$ cat config.mk
export PLATFORM = sky130hd
export DESIGN_NAME = ffp_core
export DESIGN_NICKNAME = d
export VERILOG_FILES = /design/src/logic/ffp_pkg.sv /design/src/logic/ffp_phase_gen.sv /design/src/logic/ffp_core.sv
export SDC_FILE = /design/constraint.sdc
export NUM_CORES = 1
export LEC_CHECK = 0
export BUFFER_PORTS_ARGS = -buffer_cell sky130_fd_sc_hd__buf_2
export CAP_MARGIN = 20
export CORE_MARGIN = 2
export CORE_UTILIZATION = 61
export CTS_BUF_LIST = sky130_fd_sc_hd__clkbuf_8 sky130_fd_sc_hd__clkbuf_16
export DETAILED_ROUTE_END_ITERATION = 8
export PLACE_DENSITY = 0.79
export REMOVE_ABC_BUFFERS = 1
export SETUP_SLACK_MARGIN = 0.02
export SYNTH_ARGS = -nofsm -noshare
export SYNTH_HDL_FRONTEND = slang
export SYNTH_SLANG_ARGS = --single-unit
export TNS_END_PERCENT = 20
$ cat constraint.sdc
create_clock -name clk_i -period 5.73 [get_ports clk_i]
set_input_delay 0.2865 -clock clk_i [delete_from_list [all_inputs] [get_ports clk_i]]
set_output_delay 0.2865 -clock clk_i [all_outputs]
set_load 0.02 [all_outputs]
$ cat src/logic/ffp_pkg.sv
// shared constants and types for the four-phase fetch/execute sequencer
package ffp_pkg;

  // widths and phase count
  localparam int PC_W = 11;
  localparam int DW = 8;
  localparam int IW = 16;
  localparam int AW = 8;
  localparam int PH_COUNT = 4;

  // wake-up start-up counts in system clock periods, and the call stack depth
  localparam int SST_CRYSTAL_OSCILLATOR_CYC = 1024;
  localparam int SST_RC_CYC = 16;
  localparam int STACK_DEPTH = 8;

  typedef enum logic [1:0] {
    PH_T1 = 2'b00,
    PH_T2 = 2'b01,
    PH_T3 = 2'b10,
    PH_T4 = 2'b11
  } ffp_phase_t;

  typedef enum logic [1:0] {
    ST_RUN = 2'b00,
    ST_HALT = 2'b01,
    ST_START = 2'b10
  } ffp_state_t;

  // instruction fields
  localparam int CLS_MSB = 15;
  localparam int CLS_LSB = 13;
  localparam int DEST_BIT = 11;
  localparam int OP_MSB = 10;
  localparam int OP_LSB = 8;
  localparam int SKIP_INV_BIT = 8;
  localparam int HALT_BIT = 0;

  // instruction classes
  localparam logic [2:0] CL_ALUM = 3'h0;
  localparam logic [2:0] CL_ALUI = 3'h1;
  localparam logic [2:0] CL_STORE = 3'h2;
  localparam logic [2:0] CL_SKIP = 3'h3;
  localparam logic [2:0] CL_JMP = 3'h4;
  localparam logic [2:0] CL_CALL = 3'h5;
  localparam logic [2:0] CL_RET = 3'h6;
  localparam logic [2:0] CL_SYS = 3'h7;

  // arithmetic unit operations
  localparam logic [2:0] OP_ADD = 3'h0;
  localparam logic [2:0] OP_SUB = 3'h1;
  localparam logic [2:0] OP_AND = 3'h2;
  localparam logic [2:0] OP_OR = 3'h3;
  localparam logic [2:0] OP_XOR = 3'h4;
  localparam logic [2:0] OP_MOV = 3'h5;
  localparam logic [2:0] OP_INC = 3'h6;
  localparam logic [2:0] OP_RLC = 3'h7;

  // control registers mapped at the bottom of data memory
  localparam logic [7:0] SFR_IND = 8'h00;
  localparam logic [7:0] SFR_PTR = 8'h01;
  localparam logic [7:0] SFR_ACC = 8'h02;
  localparam logic [7:0] SFR_PCL = 8'h03;
  localparam logic [7:0] SFR_COUNT = 8'h04;

  // reset values
  localparam logic [15:0] NOP_WORD = 16'hE000;
  localparam logic [10:0] PC_RST = 11'h000;
  localparam logic [7:0] ACC_RST = 8'h00;

endpackage

$ cat src/logic/ffp_phase_gen.sv
// four non-overlapping phase generator
`timescale 1ns/1ps
module ffp_phase_gen (
  // clock and reset
  input wire logic clk_i,
  input wire logic rst_i,
  // control
  input wire logic run_i,
  // phases
  output ffp_pkg::ffp_phase_t phase_o,
  output logic [3:0] phase_clocks_o
);

  ffp_pkg::ffp_phase_t ph_q;
  ffp_pkg::ffp_phase_t ph_d;

  // advance only while running; a stopped core rests at the first phase
  assign ph_d = run_i ? ffp_pkg::ffp_phase_t'(2'(ph_q + 2'h1)) : ph_q;

  always_ff @(posedge clk_i) begin
    if (rst_i) begin
      ph_q <= ffp_pkg::PH_T1;
    end else begin
      ph_q <= ph_d;
    end
  end

  assign phase_o = ph_q;
  // one-hot, so no two phases are ever active together
  assign phase_clocks_o = run_i ? 4'(4'h1 << ph_q) : 4'h0;

  a_phase_order: assert property (@(posedge clk_i) disable iff (rst_i)
    run_i && ph_q == ffp_pkg::PH_T2 |=> ph_q == ffp_pkg::PH_T3)
    else $error("phase did not follow T2 with T3");

  a_cycle_four: assert property (@(posedge clk_i) disable iff (rst_i)
    (run_i && ph_q == ffp_pkg::PH_T1) ##1 (run_i && ph_q != ffp_pkg::PH_T1)[*3]
    |=> ph_q == ffp_pkg::PH_T1)
    else $error("instruction cycle is not four clocks");

  a_reset_first: assert property (@(posedge clk_i)
    $past(rst_i) && !rst_i |-> ph_q == ffp_pkg::PH_T1)
    else $error("phase not at T1 after reset");

endmodule // ffp_phase_gen

$ cat src/logic/ffp_core.sv
// instruction sequencer: phases, fetch pipeline, arithmetic unit and wake-up
// Operation
// - four non-overlapping phases are made from the system clock and run in fixed order.
// - the program counter steps at the start of the first phase while the fetch begins.
// - phases one to four decode and execute the instruction held in the pipeline.
// - one pass through the four phases is one instruction cycle of four clocks.
// - the next fetch overlaps the current execution, giving one instruction per cycle.
// - jumps, calls and returns take two cycles: one to get the target, one to branch.
// - an eight-bit arithmetic unit serves arithmetic, logic, rotate, increment and tests.
// - operands move through the accumulator and the arithmetic unit only.
// - control registers sit in data memory and are reached directly or indirectly.
// - on wake from halt execution waits 1024 clocks with crystal, 16 with rc oscillator.
// - a taken skip discards the already fetched word and runs a dummy cycle instead.
// - a write to the pc low byte jumps inside the current page with one dummy cycle.
`timescale 1ns/1ps
module ffp_core #(
  parameter int SST_CRYSTAL_OSCILLATOR_CYC = ffp_pkg::SST_CRYSTAL_OSCILLATOR_CYC,
  parameter int SST_RC_CYC = ffp_pkg::SST_RC_CYC,
  parameter int STACK_DEPTH = ffp_pkg::STACK_DEPTH
) (
  // clock and reset
  input wire logic clk_i,
  input wire logic rst_i,
  // program memory, synchronous read
  output logic [ffp_pkg::PC_W-1:0] pmem_addr_o,
  output logic pmem_rd_o,
  input wire logic [ffp_pkg::IW-1:0] pmem_data_i,
  // data memory, synchronous read
  output logic [ffp_pkg::AW-1:0] dmem_addr_o,
  output logic dmem_we_o,
  output logic [ffp_pkg::DW-1:0] dmem_wdata_o,
  input wire logic [ffp_pkg::DW-1:0] dmem_rdata_i,
  // pins
  input wire logic wake_i,
  input wire logic osc_rc_i,
  // status
  output logic [3:0] phase_clocks_o,
  output logic halted_o,
  output logic [ffp_pkg::DW-1:0] acc_o,
  output logic [ffp_pkg::PC_W-1:0] pc_o
);

  localparam int CNT_W = $clog2(SST_CRYSTAL_OSCILLATOR_CYC) + 1;
  localparam int SP_W = $clog2(STACK_DEPTH);

  if (SST_RC_CYC < 1 || SST_CRYSTAL_OSCILLATOR_CYC < SST_RC_CYC) begin : g_bad_sst
    $error("start-up counts must be at least one and rc not above crystal");
  end
  if (STACK_DEPTH < 2 || (1 << SP_W) != STACK_DEPTH) begin : g_bad_stack
    $error("stack depth must be a power of two of at least two");
  end

  // pin synchronisers
  logic [1:0] wake_sync_q;
  logic [1:0] rc_sync_q;
  logic wake_s;
  logic rc_s;

  always_ff @(posedge clk_i) begin
    if (rst_i) begin
      wake_sync_q <= 2'h0;
      rc_sync_q <= 2'h0;
    end else begin
      wake_sync_q <= {wake_sync_q[0], wake_i};
      rc_sync_q <= {rc_sync_q[0], osc_rc_i};
    end
  end
  assign wake_s = wake_sync_q[1];
  assign rc_s = rc_sync_q[1];

  // sequencing state
  ffp_pkg::ffp_state_t st_q;
  ffp_pkg::ffp_phase_t ph;
  logic run;
  logic [CNT_W-1:0] cnt_q;

  assign run = (st_q == ffp_pkg::ST_RUN);

  ffp_phase_gen u_phase (
    .clk_i(clk_i),
    .rst_i(rst_i),
    .run_i(run),
    .phase_o(ph),
    .phase_clocks_o(phase_clocks_o)
  );

  // pipeline registers
  logic [ffp_pkg::PC_W-1:0] fa_q;
  logic [ffp_pkg::PC_W-1:0] pc_q;
  logic [ffp_pkg::IW-1:0] fetch_q;
  logic [ffp_pkg::IW-1:0] ir_q;
  logic [ffp_pkg::DW-1:0] acc_q;
  logic [ffp_pkg::DW-1:0] ptr_q;
  logic [ffp_pkg::DW-1:0] opnd_q;
  logic c_q;
  logic [ffp_pkg::PC_W-1:0] stk_q [STACK_DEPTH];
  logic [SP_W-1:0] sp_q;
  logic [ffp_pkg::AW-1:0] dmem_addr_q;
  logic dmem_we_q;
  logic [ffp_pkg::DW-1:0] dmem_wdata_q;

  // decode of the held instruction
  logic [2:0] cls;
  logic [2:0] op;
  logic dest_mem;
  logic [7:0] fld;
  logic [ffp_pkg::AW-1:0] eff_addr;
  logic is_sfr;
  logic [ffp_pkg::DW-1:0] sfr_val;
  logic [ffp_pkg::DW-1:0] opnd_d;

  assign cls = ir_q[ffp_pkg::CLS_MSB:ffp_pkg::CLS_LSB];
  assign op = ir_q[ffp_pkg::OP_MSB:ffp_pkg::OP_LSB];
  assign dest_mem = ir_q[ffp_pkg::DEST_BIT];
  assign fld = ir_q[7:0];
  // the indirect slot redirects through the pointer register
  assign eff_addr = (fld == ffp_pkg::SFR_IND) ? ptr_q : fld;
  assign is_sfr = (eff_addr < ffp_pkg::SFR_COUNT);
  assign sfr_val = (eff_addr == ffp_pkg::SFR_PTR) ? ptr_q :
                   (eff_addr == ffp_pkg::SFR_ACC) ? acc_q :
                   (eff_addr == ffp_pkg::SFR_PCL) ? fa_q[7:0] : 8'h00;
  assign opnd_d = is_sfr ? sfr_val : dmem_rdata_i;

  // eight-bit arithmetic unit, accumulator is the first operand of add, sub, and, or and xor
  logic [ffp_pkg::DW-1:0] b;
  logic [8:0] add9;
  logic [8:0] sub9;
  logic [8:0] alu9;
  logic [ffp_pkg::DW-1:0] wr_val;

  assign b = (cls == ffp_pkg::CL_ALUI) ? fld : opnd_q;
  assign add9 = {1'b0, acc_q} + {1'b0, b};
  assign sub9 = {1'b0, acc_q} - {1'b0, b};
  assign alu9 = (op == ffp_pkg::OP_ADD) ? add9 :
                (op == ffp_pkg::OP_SUB) ? {~sub9[8], sub9[7:0]} :
                (op == ffp_pkg::OP_AND) ? {c_q, acc_q & b} :
                (op == ffp_pkg::OP_OR) ? {c_q, acc_q | b} :
                (op == ffp_pkg::OP_XOR) ? {c_q, acc_q ^ b} :
                (op == ffp_pkg::OP_MOV) ? {c_q, b} :
                (op == ffp_pkg::OP_INC) ? {c_q, 8'(b + 8'h01)} :
                {b[7], b[6:0], c_q};
  // stores carry the accumulator, everything else the unit's result
  assign wr_val = (cls == ffp_pkg::CL_STORE) ? acc_q : alu9[7:0];

  // execution effects, all taken at the end of the fourth phase
  logic exec;
  logic is_alu;
  logic do_write;
  logic acc_wr;
  logic pcl_wr;
  logic skip_taken;
  logic flush;
  logic halt_req;
  logic [ffp_pkg::PC_W-1:0] next_fa;

  assign exec = run && (ph == ffp_pkg::PH_T4);
  assign is_alu = (cls == ffp_pkg::CL_ALUM) || (cls == ffp_pkg::CL_ALUI);
  assign do_write = exec && (((cls == ffp_pkg::CL_ALUM) && dest_mem) ||
                             (cls == ffp_pkg::CL_STORE));
  assign acc_wr = (exec && is_alu && !dest_mem) ||
                  (do_write && eff_addr == ffp_pkg::SFR_ACC);
  assign pcl_wr = do_write && (eff_addr == ffp_pkg::SFR_PCL);
  assign skip_taken = exec && (cls == ffp_pkg::CL_SKIP) &&
                      ((opnd_q == 8'h00) ^ ir_q[ffp_pkg::SKIP_INV_BIT]);
  assign halt_req = exec && (cls == ffp_pkg::CL_SYS) && ir_q[ffp_pkg::HALT_BIT];
  // any change of flow throws away the word fetched alongside it
  assign flush = skip_taken || pcl_wr || (exec && (cls == ffp_pkg::CL_JMP ||
                 cls == ffp_pkg::CL_CALL || cls == ffp_pkg::CL_RET));
  assign next_fa = (exec && (cls == ffp_pkg::CL_JMP || cls == ffp_pkg::CL_CALL)) ?
                   ir_q[ffp_pkg::PC_W-1:0] :
                   (exec && cls == ffp_pkg::CL_RET) ? stk_q[SP_W'(sp_q - 1'b1)] :
                   pcl_wr ? {pc_q[ffp_pkg::PC_W-1:8], wr_val} : pc_q;

  // fetch side: pc steps as the first phase begins
  always_ff @(posedge clk_i) begin
    if (rst_i) begin
      fa_q <= ffp_pkg::PC_RST;
      pc_q <= 11'(ffp_pkg::PC_RST + 11'h001);
      fetch_q <= ffp_pkg::NOP_WORD;
      ir_q <= ffp_pkg::NOP_WORD;
    end else begin
      if (run && ph == ffp_pkg::PH_T2) begin
        fetch_q <= pmem_data_i;
      end
      if (exec) begin
        fa_q <= next_fa;
        pc_q <= 11'(next_fa + 11'h001);
        ir_q <= flush ? ffp_pkg::NOP_WORD : fetch_q;
      end
    end
  end

  // datapath registers
  always_ff @(posedge clk_i) begin
    if (rst_i) begin
      acc_q <= ffp_pkg::ACC_RST;
      ptr_q <= 8'h00;
      opnd_q <= 8'h00;
      c_q <= 1'b0;
      sp_q <= '0;
    end else begin
      if (run && ph == ffp_pkg::PH_T3) begin
        opnd_q <= opnd_d;
      end
      if (acc_wr) begin
        acc_q <= wr_val;
      end
      if (do_write && eff_addr == ffp_pkg::SFR_PTR) begin
        ptr_q <= wr_val;
      end
      if (exec && is_alu) begin
        c_q <= alu9[8];
      end
      if (exec && cls == ffp_pkg::CL_CALL) begin
        sp_q <= SP_W'(sp_q + 1'b1);
      end else if (exec && cls == ffp_pkg::CL_RET) begin
        sp_q <= SP_W'(sp_q - 1'b1);
      end
    end
  end

  always_ff @(posedge clk_i) begin
    if (exec && cls == ffp_pkg::CL_CALL) begin
      stk_q[sp_q] <= fa_q;
    end
  end

  // data memory port: address during phases two to four, write during next T1
  always_ff @(posedge clk_i) begin
    if (rst_i) begin
      dmem_addr_q <= 8'h00;
      dmem_we_q <= 1'b0;
      dmem_wdata_q <= 8'h00;
    end else begin
      if (run && ph == ffp_pkg::PH_T1) begin
        dmem_addr_q <= eff_addr;
      end
      dmem_we_q <= do_write && !is_sfr;
      if (do_write) begin
        dmem_wdata_q <= wr_val;
      end
    end
  end

  // halt and start-up timer
  always_ff @(posedge clk_i) begin
    if (rst_i) begin
      st_q <= ffp_pkg::ST_RUN;
      cnt_q <= '0;
    end else begin
      case (st_q)
        ffp_pkg::ST_RUN: begin
          if (halt_req) begin
            st_q <= ffp_pkg::ST_HALT;
          end
        end
        ffp_pkg::ST_HALT: begin
          if (wake_s) begin
            st_q <= ffp_pkg::ST_START;
            cnt_q <= rc_s ? CNT_W'(SST_RC_CYC - 1) : CNT_W'(SST_CRYSTAL_OSCILLATOR_CYC - 1);
          end
        end
        ffp_pkg::ST_START: begin
          if (cnt_q == '0) begin
            st_q <= ffp_pkg::ST_RUN;
          end else begin
            cnt_q <= CNT_W'(cnt_q - 1'b1);
          end
        end
        default: begin
          st_q <= ffp_pkg::ST_RUN;
        end
      endcase
    end
  end

  assign pmem_addr_o = fa_q;
  assign pmem_rd_o = run && (ph == ffp_pkg::PH_T1);
  assign dmem_addr_o = dmem_addr_q;
  assign dmem_we_o = dmem_we_q;
  assign dmem_wdata_o = dmem_wdata_q;
  assign halted_o = !run;
  assign acc_o = acc_q;
  assign pc_o = pc_q;

  a_fetch_step: assert property (@(posedge clk_i) disable iff (rst_i)
    pmem_rd_o |-> pc_q == 11'(fa_q + 11'h001))
    else $error("pc not one ahead of the fetch address in T1");

  a_exec_only_t4: assert property (@(posedge clk_i) disable iff (rst_i)
    $changed(acc_q) |-> $past(ph) == ffp_pkg::PH_T4)
    else $error("accumulator changed outside the fourth phase");

  a_overlap_fetch: assert property (@(posedge clk_i) disable iff (rst_i)
    exec && !flush |=> ir_q == $past(fetch_q))
    else $error("fetched word not passed to execution");

  a_branch_two: assert property (@(posedge clk_i) disable iff (rst_i)
    exec && cls == ffp_pkg::CL_JMP |=> ir_q == ffp_pkg::NOP_WORD &&
    fa_q == $past(ir_q[10:0]) ##4 ir_q == $past(pmem_data_i, 3))
    else $error("jump did not take two cycles to its target");

  a_alu_add: assert property (@(posedge clk_i) disable iff (rst_i)
    exec && cls == ffp_pkg::CL_ALUI && op == ffp_pkg::OP_ADD && !dest_mem
    |=> acc_q == 8'($past(acc_q) + $past(ir_q[7:0])))
    else $error("eight-bit add result wrong");

  a_store_acc: assert property (@(posedge clk_i) disable iff (rst_i)
    exec && cls == ffp_pkg::CL_STORE && !is_sfr |=> dmem_we_o &&
    dmem_wdata_o == $past(acc_q))
    else $error("store did not write the accumulator");

  a_indirect_addr: assert property (@(posedge clk_i) disable iff (rst_i)
    run && ph == ffp_pkg::PH_T2 && fld == ffp_pkg::SFR_IND |-> dmem_addr_o == ptr_q)
    else $error("indirect access not through the pointer");

  a_wake_count: assert property (@(posedge clk_i) disable iff (rst_i)
    st_q == ffp_pkg::ST_START |=> (st_q == ffp_pkg::ST_START &&
    cnt_q == CNT_W'($past(cnt_q) - 1'b1)) || ($past(cnt_q) == '0 && run))
    else $error("start-up count did not step by one");

  a_skip_dummy: assert property (@(posedge clk_i) disable iff (rst_i)
    skip_taken |=> ir_q == ffp_pkg::NOP_WORD && fa_q == $past(pc_q))
    else $error("taken skip did not insert a dummy cycle");

  a_pcl_page: assert property (@(posedge clk_i) disable iff (rst_i)
    pcl_wr |=> ir_q == ffp_pkg::NOP_WORD &&
    fa_q == {$past(pc_q[10:8]), $past(wr_val)})
    else $error("pc low byte write left the page or skipped the dummy");

endmodule // ffp_core

==> results.tsv, run 1 <==
stage	metric	value	unit
timing	tightest_slew	1.04	ns
detailed_routing	route.detailed.drc	0	
place	gp_congestion	1.01	
floorplanning	die_y	137	um
synth	synth_cells	1118	
finish	drive_gt1_frac	0.162	
place	dpl.cell_count	1366	
flow_run	cap_violations	0	
clock_tree	root_buffer	clkbuf_16	
power_and_ir_drop	power.density	261	mW/mm^2
finish	nFillCells	1273	
synth	synth-async-reset-ratio	0	
timing	hold_viol_final	0	
finish	diodes	0	
synth	netlist-cell-type-count	73	
synth	ys_seq_elements	204	
clock_tree	clk_path_buf_depth	3	
worst_setup_path	path_max_fanout	13	
detailed_routing	wire_per_inst	20.8	um
floorplanning	core_area	0.0172	sq mm
clock_tree	cts_resized	0	
clock_tree	cts_buffers	21	
finish	layout_common_cells	nor2_1 (150), dfxtp_1 (115), nand2_1 (96), edfxtp_1 (88)	
timing	finalCriticalPeriod	4.70	ns
run_status	status	finished clean	
global_route	grt_pass1_vias	8126	
finish	area_delta_synth_final	12.6	%
clock_tree	htree_levels	1	
power_and_ir_drop	p_leak	4.53	nW
timing	grt_setup_unrepaired	no	
power_and_ir_drop	power	3.15	mW
clock_tree	cts_hold_repair.buffers	0	
detailed_routing	vias	9206	
timing	drv_slew	0	
floorplanning	ios	81	
power_and_ir_drop	p_sw_frac	0.230	
detailed_routing	firstDrtPassIters	7	
finish	seqCellArea	0.00497	sq mm
power_and_ir_drop	intPower	2.43	mW
power_and_ir_drop	pwr-share-clk	0.432	
power_and_ir_drop	irDropWorstVdd	0.315	mV
detailed_routing	ant_nets	0	
global_route	gr-total-overflow	0	
clock_tree	cts_setup_buffers	0	
global_route	antenna_found_initial	0	
floorplanning	design.die.area	0.0187	sq mm
timing	hold_ws	0.0111	ns
power_and_ir_drop	pwr-share-seq	0.496	
worst_setup_path	crit_arrival	5.12	ns
clock_tree	clkSinkCount	204	
worst_setup_path	crit_path_start_kind	flop	
finish	multi_input_area	0.00532	sq mm
synth	yosysWarnings	0	
synth	ys_seq_area_frac	0.463	
synth	synthesis.area	0.0107	sq mm
clock_tree	clk_pin_slew_worst_paths	0.06	ns
hold_path	hold_class	in -> reg	
timing	max_freq	0.213	GHz
synth	synth_ff_type	dfxtp_1	
synth	syn_area_per_cell	9.60	sq um
synth	synth_edf_count	88	
worst_setup_path	path_class	reg -> reg	
detailed_routing	postRouteWirelength	29400	um
timing	tns	0	ns
timing	setup_violations	0	
clock_tree	cts_tree	built	
floorplanning	rows	48	
global_route	grt_max_degree	68	
finish	final_common_cell	nor2_1	
floorplanning	start_util	0.623	
power_and_ir_drop	comb_power_share	0.072	
hold_path	worst_hold_path.num_cells	3	
global_route	grt_pass1_wl	44200	um
finish	fin_cells	1411	
timing	maxSlewHeadroom	0.298	
worst_setup_path	required	6.15	ns
detailed_routing	drtIter0Drc	1131	
power_and_ir_drop	netSwitchingPower	0.724	mW
worst_setup_path	cp-end-kind	flop	
clock_tree	clk-insertion-delay-late	0.51	ns
finish	nets	1239	
place	dp_hpwl	20100	um
worst_setup_path	ff2ff_path_depth	14	
global_route	track_usage	0.306	
timing	finalClockSkew	0.0289	ns
detailed_routing	avgViaCountPerCell	6.52	
timing	fin_crit_sh	0.820	
floorplanning	die_x	137	um
place	port_buffers	79	
critical path, stage by stage, from the launching register on:
cell      delay (ns)
dfxtp_1         0.32
nor3b_2         0.16
buf_4           0.25
mux2i_1         0.61
inv_1           0.21
fa_1            0.47
nor3_1          0.26
nor3_1          0.12
o31a_1          0.26
o221a_2         0.29
o21ai_0         0.14
a21oi_1         0.20
or3_1           0.55
or4_1           0.50
a311oi_1        0.26
final timing paths:
check	slack (ns)	to	start
setup / recovery	1.03	pc_o[8]	ir_q[14]
hold / removal	0.01	fetch_q[15]	pmem_data_i[15]
setup reg to reg	1.03	pc_o[8]	ir_q[14]
hold reg to reg	0.44	rc_sync_q[1]	rc_sync_q[0]
area by class of cell:
cell class	instances	share of cell area
multi-input cells	795	0.440
clock buffers	25	0.0481
flip-flops and latches	204	0.411
well taps	225	0.0233
clock inverters	11	0.00922
inverters	40	0.0124
repair buffers	111	0.0553
synth_stat cells, types with 4 or more instances:
master | count | share of area
or3_1 | 10 | 0.0058
or4_1 | 6 | 0.0042
buf_1 | 4 | 0.0014
o31ai_1 | 7 | 0.0049
a21oi_1 | 78 | 0.036
a211o_1 | 6 | 0.0049
edfxtp_1 | 88 | 0.25
nand2b_1 | 14 | 0.0082
xnor2_1 | 7 | 0.0057
o21ai_0 | 40 | 0.019
a2111oi_0 | 4 | 0.0033
a311oi_1 | 7 | 0.0057
nand3b_1 | 6 | 0.0042
nand4_1 | 8 | 0.0047
o211ai_1 | 8 | 0.0056
ha_1 | 36 | 0.042
a211oi_1 | 44 | 0.031
a22oi_1 | 12 | 0.0084
nand2_1 | 96 | 0.034
nor3b_1 | 9 | 0.0063
nand3_1 | 26 | 0.012
dfxtp_1 | 116 | 0.22
nor3_1 | 34 | 0.016
nor2_1 | 150 | 0.052
a31oi_1 | 11 | 0.0064
mux2i_1 | 37 | 0.035
nor4_1 | 14 | 0.0082
a21o_1 | 5 | 0.0035
o22ai_1 | 12 | 0.0070
clkbuf_1 | 68 | 0.024
inv_1 | 38 | 0.013
nor2b_1 | 16 | 0.0093
xor2_1 | 5 | 0.0041
o311ai_0 | 4 | 0.0033
mux4_2 | 24 | 0.050
cells by family after synthesis:
logic type               count (synthesis)  share of synthesized area
XOR/XNOR                                12                    0.00979
flip-flops                             204                      0.463
buffers and inverters                  119                     0.0441
AND/OR/NAND/NOR                        410                      0.182
adder cells (fa/ha/maj)                 38                     0.0457
multiplexers                            63                     0.0870
AO/OA/AOI/OAI                          272                      0.168
flip-flops by register name, indices dropped and copies added (netlist names):
register / flops
stk_q: 88
c_q: 1
ir_q: 15
dmem_we_o: 1
pc_o: 11
pmem_addr_o: 11
dmem_addr_o: 8
cnt_q: 11
dmem_wdata_o: 8
opnd_q: 8
acc_o: 8
fetch_q: 15
wake_sync_q: 2
st_q: 2
u_phase.phase_o: 2
ptr_q: 8
rc_sync_q: 2
sp_q: 3
per-stage QoR:
| stage | cell area (sq um) | setup WS [ns] | utilization |
|---|---|---|---|
| after floorplan | 10400 | 0.569 | - |
| after global placement | 11300 | 1.17 | 0.655 |
| after detailed placement | 11300 | 1.11 | 0.655 |
| after CTS | 12000 | 1.10 | 0.695 |
| after global routing | 12100 | 0.662 | 0.701 |
| final | 12100 | 1.03 | 0.701 |
layer usage:
| layer | GRT usage | vias to the layer above | share of wire |
|---|---|---|---|
| met5 | 0 | - | 0 |
| met4 | 0.114 | 0 | 0.040 |
| met3 | 0.0367 | 90 | 0.10 |
| met2 | 0.488 | 565 | 0.46 |
| met1 | 0.432 | 4331 | 0.40 |
| li1 | - | 4220 | - |
power by group through the flow:
stage               registers (mW)  logic [mW]  clock network (mW)
global placement              1.59       0.217                   0
finish                        1.56       0.228                1.36
CTS                           1.56       0.224                1.37
detailed placement            1.59       0.221                   0
floorplan                     1.60       0.126                   0
global route                  1.56       0.246                1.42
(Power assumes the default switching activity.)
==> inputs of run 2 (changes only) <==
Settings changed: ABC_AREA set to 1.
Clock period 5.73 ns to 4.4 ns, I/O delays scaled along.
==> results.tsv, run 2 <==
stage	metric	value	unit	change
finish	largest_reg_flops	88		unchanged
timing	grt_setup_unrepaired	no		
detailed_routing	firstDrtPassIters	5		-2
synth	yosys.area.top_type_share	0.247		+0.00113
finish	finalInstanceArea	0.0121	sq mm	+0.34%
timing	maxSlewHeadroom	0.373		+0.0755
clock_tree	cts_buffers	21		unchanged
floorplanning	die_x	136	um	-0.22%
floorplanning	start_util	0.620		-0.00283
hold_path	worst_hold_path.num_cells	3		unchanged
clock_tree	cts_tree	built		
timing	tightest_slew	0.933	ns	-0.112 ns
timing	fin_crit_sh	0.897		+0.0761
detailed_routing	drtIter0Drc	899		-21%
clock_tree	cts_resized	0		unchanged
synth	ys_seq_elements	204		unchanged
detailed_routing	route.detailed.drc	0		unchanged
worst_setup_path	path_class	reg -> reg		
detailed_routing	postRouteWirelength	28900	um	-1.6%
worst_setup_path	cp-end-kind	flop		
worst_setup_path	ff2ff_path_depth	22		+8
floorplanning	core_area	0.0172	sq mm	unchanged
synth	yosysTopAreaCell	edfxtp_1		
power_and_ir_drop	netSwitchingPower	1.08	mW	+50%
synth	synth_ff_type	dfxtp_1		
finish	largest-register	stk_q		
global_route	antenna_found_initial	0		unchanged
hold_path	min_from	pmem_data_i[3]		
timing	finalCriticalPeriod	3.94	ns	-0.757 ns
global_route	grt_max_degree	52		-24%
clock_tree	root_buffer	clkbuf_16		
finish	seqCellArea	0.00496	sq mm	about the same
worst_setup_path	r2r_slack	0.46	ns	-0.57 ns
floorplanning	ios	81		unchanged
power_and_ir_drop	p_leak	5.28	nW	+17%
clock_tree	clk_pin_slew_worst_paths	0.06	ns	about the same
floorplanning	rows	48		unchanged
finish	drive_gt1_frac	0.137		-0.0252
timing	finalClockSkew	0.0103	ns	-0.0187 ns
clock_tree	clkSinkCount	204		unchanged
worst_setup_path	crit_path_start_kind	flop		
clock_tree	clk_path_buf_depth	3		unchanged
power_and_ir_drop	pwr-share-clk	0.421		-0.011
finish	nFillCells	1349		+6.0%
hold_path	hold_class	in -> reg		
power_and_ir_drop	p_sw_frac	0.245		+0.0157
synth	yosysMostFrequentCell	nand2_1		
synth	synth.area.top_cells	edfxtp_1 (25%), dfxtp_1 (22%), nand2_1 (8.4%), o21ai_0 (7.4%), inv_1 (5.6%)		
timing	hold_viol_final	0		unchanged
synth	synth-async-reset-ratio	0		unchanged
synth	yosysWarnings	0		unchanged
hold_path	hold_end	fetch_q[3]		
synth	synth_cells	1342		+20%
timing	setup_violations	0		unchanged
power_and_ir_drop	power.density	364	mW/mm^2	+40%
global_route	grt_pass1_vias	8713		+7.2%
detailed_routing	vias	9631		+4.6%
finish	diodes	0		unchanged
finish	reg.largest.list	stk_q x88, fetch_q x15, ir_q x15		
clock_tree	cts_hold_repair.buffers	13		+13
detailed_routing	avgViaCountPerCell	5.81		-11%
power_and_ir_drop	comb_power_share	0.109		+0.037
finish	nets	1486		+20%
floorplanning	die_y	136	um	-0.22%
timing	drv_slew	0		unchanged
power_and_ir_drop	irDropWorstVdd	0.344	mV	+9.3%
timing	max_freq	0.253	GHz	+19%
synth	synth_edf_count	88		unchanged
global_route	gr-total-overflow	0		unchanged
synth	netlist-cell-type-count	47		-36%
power_and_ir_drop	intPower	3.33	mW	+37%
worst_setup_path	required	4.78	ns	-1.37 ns
timing	tns	0	ns	unchanged
synth	ys_seq_area_frac	0.465		+0.00211
place	port_buffers	79		unchanged
place	placed_area	0.0113	sq mm	-0.23%
worst_setup_path	path_max_fanout	9		-4
finish	area_delta_synth_final	13.5	%	
worst_setup_path	crit_arrival	4.32	ns	-0.80 ns
clock_tree	htree_levels	1		unchanged
clock_tree	cts_setup_buffers	0		unchanged
finish	multi_input_area	0.00482	sq mm	-9.5%
clock_tree	clk-insertion-delay-late	0.49	ns	-0.02 ns
synth	syn_area_per_cell	7.96	sq um	-17%
finish	layout_common_cells	nand2_1 (240), inv_1 (163), o21ai_0 (158), nor2_1 (149), dfxtp_1 (116)		
place	gp_congestion	0.947		-6.4%
place	dp_hpwl	19900	um	-0.93%
synth	synthesis.area	0.0107	sq mm	-0.45%
worst_setup_path	timing.rr.start	ir_q[14]		
run_status	status	finished clean		
detailed_routing	ant_nets	0		unchanged
floorplanning	design.die.area	0.0186	sq mm	-0.45%
synth	synth.top_cells.by_count	nand2_1 (240), inv_1 (158), o21ai_0 (158)		
power_and_ir_drop	pwr-share-seq	0.470		-0.026
worst_setup_path	r2r-end	pc_o[8]		
flow_run	cap_violations	0		unchanged
detailed_routing	wire_per_inst	17.4	um	-16%
global_route	grt_pass1_wl	44900	um	+1.7%
finish	final_common_cell	nand2_1		
global_route	track_usage	0.310		+0.00370
==> run 2: power groups by stage <==
| stage | clock network [mW] | logic, mW | registers, mW |
|---|---|---|---|
| after floorplan | 0 | 0.295 | 2.12 |
| after global placement | 0 | 0.449 | 2.11 |
| after detailed placement | 0 | 0.459 | 2.11 |
| after CTS | 1.87 | 0.471 | 2.07 |
| after global routing | 1.94 | 0.532 | 2.08 |
| final | 1.86 | 0.481 | 2.07 |
==> run 2: area by class of cell <==
cell class	count	share of cell area
multi-input combinational	905	0.397
tap	225	0.0232
timing repair buffer	110	0.0545
clock inverter	13	0.0132
inverter	178	0.0551
sequential	204	0.410
clock buffer	24	0.0468
==> run 2: how the worst max path moves through the flow <==
stage / start / depth (start not counted) / endpoint / slack [ns]
2_1_floorplan: sp_q[0] / 18 / pc_o[7] / 0.20
3_3_place_gp: ir_q[14] / 22 / pc_o[8] / 0.63
3_5_place_dp: ir_q[14] / 22 / pc_o[8] / 0.56
4_1_cts: ir_q[14] / 22 / pc_o[8] / 0.50
5_1_grt: ir_q[13] / 22 / pc_o[8] / 0.17
6_report: ir_q[14] / 22 / pc_o[8] / 0.46
==> run 2: logic make-up after synthesis <==
kind of cell,synth area share
buffers and inverters,0.0842
XOR/XNOR,0.0115
AO/OA/AOI/OAI,0.180
AND/OR/NAND/NOR,0.214
adder cells (fa/ha/maj),0.0459
flip-flops,0.465
==> run 2: critical path, cell delays in order (launching register included) <==
cell and delay, ns:
dfxtp_1 0.46, inv_2 0.12, nand3_4 0.14, nand2_1 0.11, nand2_4 0.13, ha_1 0.21, inv_1 0.07, fa_1 0.44
nor2_1 0.14, o21ai_0 0.11, nand2_1 0.11, a21oi_1 0.06, o21ai_0 0.26, xor2_1 0.16, o21ai_0 0.08, o21bai_1 0.20
nand3_1 0.13, nand2_1 0.08, a21oi_2 0.29, nand3_1 0.17, nor2_4 0.15, nand2_1 0.05, nor3b_2 0.14
==> run 2: stage by stage <==
step / worst slack, ns / utilization / std cells / hold WS (ns) / power [mW]
after floorplan: 0.198 / - / 1287 / 0.289 / 2.41
after global placement: 0.629 / 0.653 / 1609 / 0.390 / 2.56
after detailed placement: 0.563 / 0.653 / 1609 / 0.408 / 2.57
after CTS: 0.495 / 0.703 / 1659 / 0.00624 / 4.41
after global routing: 0.166 / 0.703 / 1659 / 0.0279 / 4.55
final: 0.455 / 0.703 / 1659 / 0.0173 / 4.41
==> run 2: layer usage <==
| metal | track usage | vias to the layer above | wire [um] |
|---|---|---|---|
| li1 | - | 4627 | - |
| met1 | 0.423 | 4458 | 12000 |
| met2 | 0.501 | 470 | 13400 |
| met3 | 0.0503 | 76 | 2550 |
| met4 | 0.111 | 0 | 980 |
| met5 | 0 | - | 0 |
==> inputs of run 3 (changes only) <==
Settings changed: CORE_UTILIZATION 61 to 50, PLACE_DENSITY 0.79 to 0.66, SETUP_SLACK_MARGIN 0.02 to 0.1.
==> results.tsv, run 3 (synthesized netlist as in run 2, its figures left out) <==
stage	metric	value	unit	change
run_status	status	finished clean		
timing	setup_violations	0		unchanged
finish	nFillCells	1939		+44%
global_route	track_usage	0.259		-0.0507
place	port_buffers	79		unchanged
finish	area_delta_synth_final	14.3	%	
worst_setup_path	ff2ff_path_depth	22		unchanged
finish	multi_input_area	0.00482	sq mm	unchanged
finish	layout_common_cells	nand2_1 (240), inv_1 (161), o21ai_0 (157), nor2_1 (149), dfxtp_1 (116)		
detailed_routing	wire_per_inst	17.1	um	-1.7%
finish	fin_cells	1718		+3.6%
clock_tree	root_buffer	clkbuf_16		
clock_tree	cts_tree	built		
detailed_routing	postRouteWirelength	29400	um	+1.8%
timing	max_freq	0.255	GHz	+0.60%
place	dpl.cell_count	1660		+3.2%
worst_setup_path	crit_path_end	pc_o[8]		
finish	reg.largest.list	stk_q x88, fetch_q x15, ir_q x15		
finish	fin_util	0.581		-0.122
detailed_routing	drtIter0Drc	804		-11%
global_route	gr-total-overflow	0		unchanged
worst_setup_path	worstSetupStartpoint	ir_q[14]		
worst_setup_path	cp.depth	22		unchanged
power_and_ir_drop	irDropWorstVdd	0.324	mV	-5.8%
worst_setup_path	critical_path.top_delay_family	simple AND/OR/NAND/NOR gates		
place	gp_congestion	0.934		-1.4%
worst_setup_path	timing.rr.start	ir_q[14]		
power_and_ir_drop	p_leak	5.29	nW	+0.20%
timing	maxSlewHeadroom	0.262		-0.112
clock_tree	cts_buffers	23		+9.5%
finish	largest_reg_flops	88		unchanged
hold_path	min_from	pmem_data_i[3]		
detailed_routing	ant_nets	0		unchanged
clock_tree	clk_path_buf_depth	3		unchanged
worst_setup_path	path_max_fanout	9		unchanged
worst_setup_path	worst-path-buf-inv	2		unchanged
timing	grt_setup_unrepaired	no		
clock_tree	clk_pin_slew_worst_paths	0.06	ns	about the same
finish	diodes	0		unchanged
finish	seqCellArea	0.00496	sq mm	unchanged
timing	fin_crit_sh	0.891		-0.00533
timing	hold_viol_final	0		unchanged
timing	drv_slew	0		unchanged
floorplanning	die_x	150	um	+10%
finish	final_common_cell	nand2_1		
power_and_ir_drop	power.density	359	mW/mm^2	-1.3%
worst_setup_path	crit_arrival	4.31	ns	about the same
floorplanning	core_area	0.0210	sq mm	+22%
timing	tns	0	ns	unchanged
flow_run	cap_violations	0		unchanged
finish	largest-register	stk_q		
worst_setup_path	crit_slowest_cell	dfxtp_1		
global_route	grt_pass1_vias	8678		-0.40%
floorplanning	ios	81		unchanged
timing	finalCriticalPeriod	3.92	ns	-0.0235 ns
timing	finalClockSkew	0.0162	ns	+0.00595 ns
worst_setup_path	path_class	reg -> reg		
finish	nets	1492		+0.40%
worst_setup_path	cp-end-kind	flop		
floorplanning	design.die.area	0.0225	sq mm	+21%
detailed_routing	avgViaCountPerCell	5.48		-5.6%
global_route	grt_pass1_wl	46000	um	+2.5%
global_route	grt_max_degree	67		+29%
finish	drive_gt1_frac	0.137		+0.000534
worst_setup_path	crit_path_frequent_cell	nand2_1		
worst_setup_path	r2r_slack	0.48	ns	+0.02 ns
worst_setup_path	crit_path_start_kind	flop		
worst_setup_path	required	4.79	ns	about the same
worst_setup_path	cp_cell_sequence	inv_2 > nand3_4 > nand2_1 > nand2_4 > ha_1 > inv_1 > fa_1 > nor2_1 > o21ai_0 > nand2_1 > a21oi_1 > o21ai_1 > xor2_1 > o21ai_0 > o21bai_1 > nand3_1 > nand2_1 > a21oi_2 > nand3_1 > nor2_4 > nand2_1 > nor3b_2		
clock_tree	clk-insertion-delay-late	0.51	ns	+0.02 ns
worst_setup_path	r2r-end	pc_o[8]		
floorplanning	rows	53		+10%
detailed_routing	firstDrtPassIters	5		unchanged
floorplanning	start_util	0.508		-0.112
hold_path	hold_class	in -> reg		
detailed_routing	vias	9418		-2.2%
detailed_routing	route.detailed.drc	0		unchanged
global_route	antenna_found_initial	0		unchanged
floorplanning	die_y	150	um	+10%
timing	tightest_slew	1.11	ns	+0.175 ns
clock_tree	htree_levels	1		unchanged
clock_tree	clkSinkCount	204		unchanged
worst_setup_path	crit_path_max_incr_delay	0.45	ns	about the same
place	dp_hpwl	20400	um	+2.5%
## run 3: cell types whose count changed in the layout (fill, tap and decap cells not counted), moves of 2 or more
cell / delta
dlygate4sd3_1: +3
clkbuf_8: -3
clkinv_1: +6
inv_1: -2
bufinv_16: -2
clkbuf_16: +2
## run 3: timing repair
action / CTS / global route
resized for setup: 0 / 1
endpoints found under the setup margin: 0 / 3
buffers inserted: 0 / 0
hold buffers: 16 / 0
endpoints found under the hold margin: 16 / 0
## run 3: layout make-up
class,count,share of cell area
inverter,178,0.0547
tap,275,0.0282
clock inverter,19,0.0116
sequential,204,0.407
clock buffer,23,0.0471
timing repair buffer,114,0.0572
multi-input combinational,905,0.395
## run 3: per-layer routing
layer  global-route usage  vias to the layer above  wire (um)
met5                    0                        -          0
met4               0.0679                        0        727
met3               0.0330                       43       1920
met2                0.406                      317      13200
met1                0.380                     4408      13600
li1                     -                     4650          -
## run 3: worst min-delay path: stages
cell     delay (ns)
buf_2          0.07
o21ai_0        0.10
nor2_1         0.10
## run 3: worst min-delay path by stage
stage / end / slack, ns / cells after the start
after floorplan: cnt_q[2] / 0.29 / 1
after global placement: wake_sync_q[1] / 0.39 / 2
after detailed placement: rc_sync_q[1] / 0.40 / 2
after CTS: fetch_q[3] / 0.01 / 3
after global routing: fetch_q[3] / 0.04 / 3
final: fetch_q[3] / 0.03 / 3
## run 3: metrics by stage
step                      total power [mW]  hold slack [ns]  cell area, sq um  worst slack (ns)
after CTS                             4.40          0.00957             12200             0.466
after global placement                2.57            0.389             11300             0.579
after detailed placement              2.57            0.400             11300             0.504
after global routing                  4.54           0.0366             12200             0.144
after floorplan                       2.41            0.289             10500             0.198
final                                 4.38           0.0263             12200             0.479
## run 3: where the power goes
group	leakage [nW]	switching, mW	total (mW)	internal, mW
registers	1.77	0.0518	2.07	2.02
clock network	0.366	0.763	1.83	1.07
logic	3.15	0.321	0.476	0.155
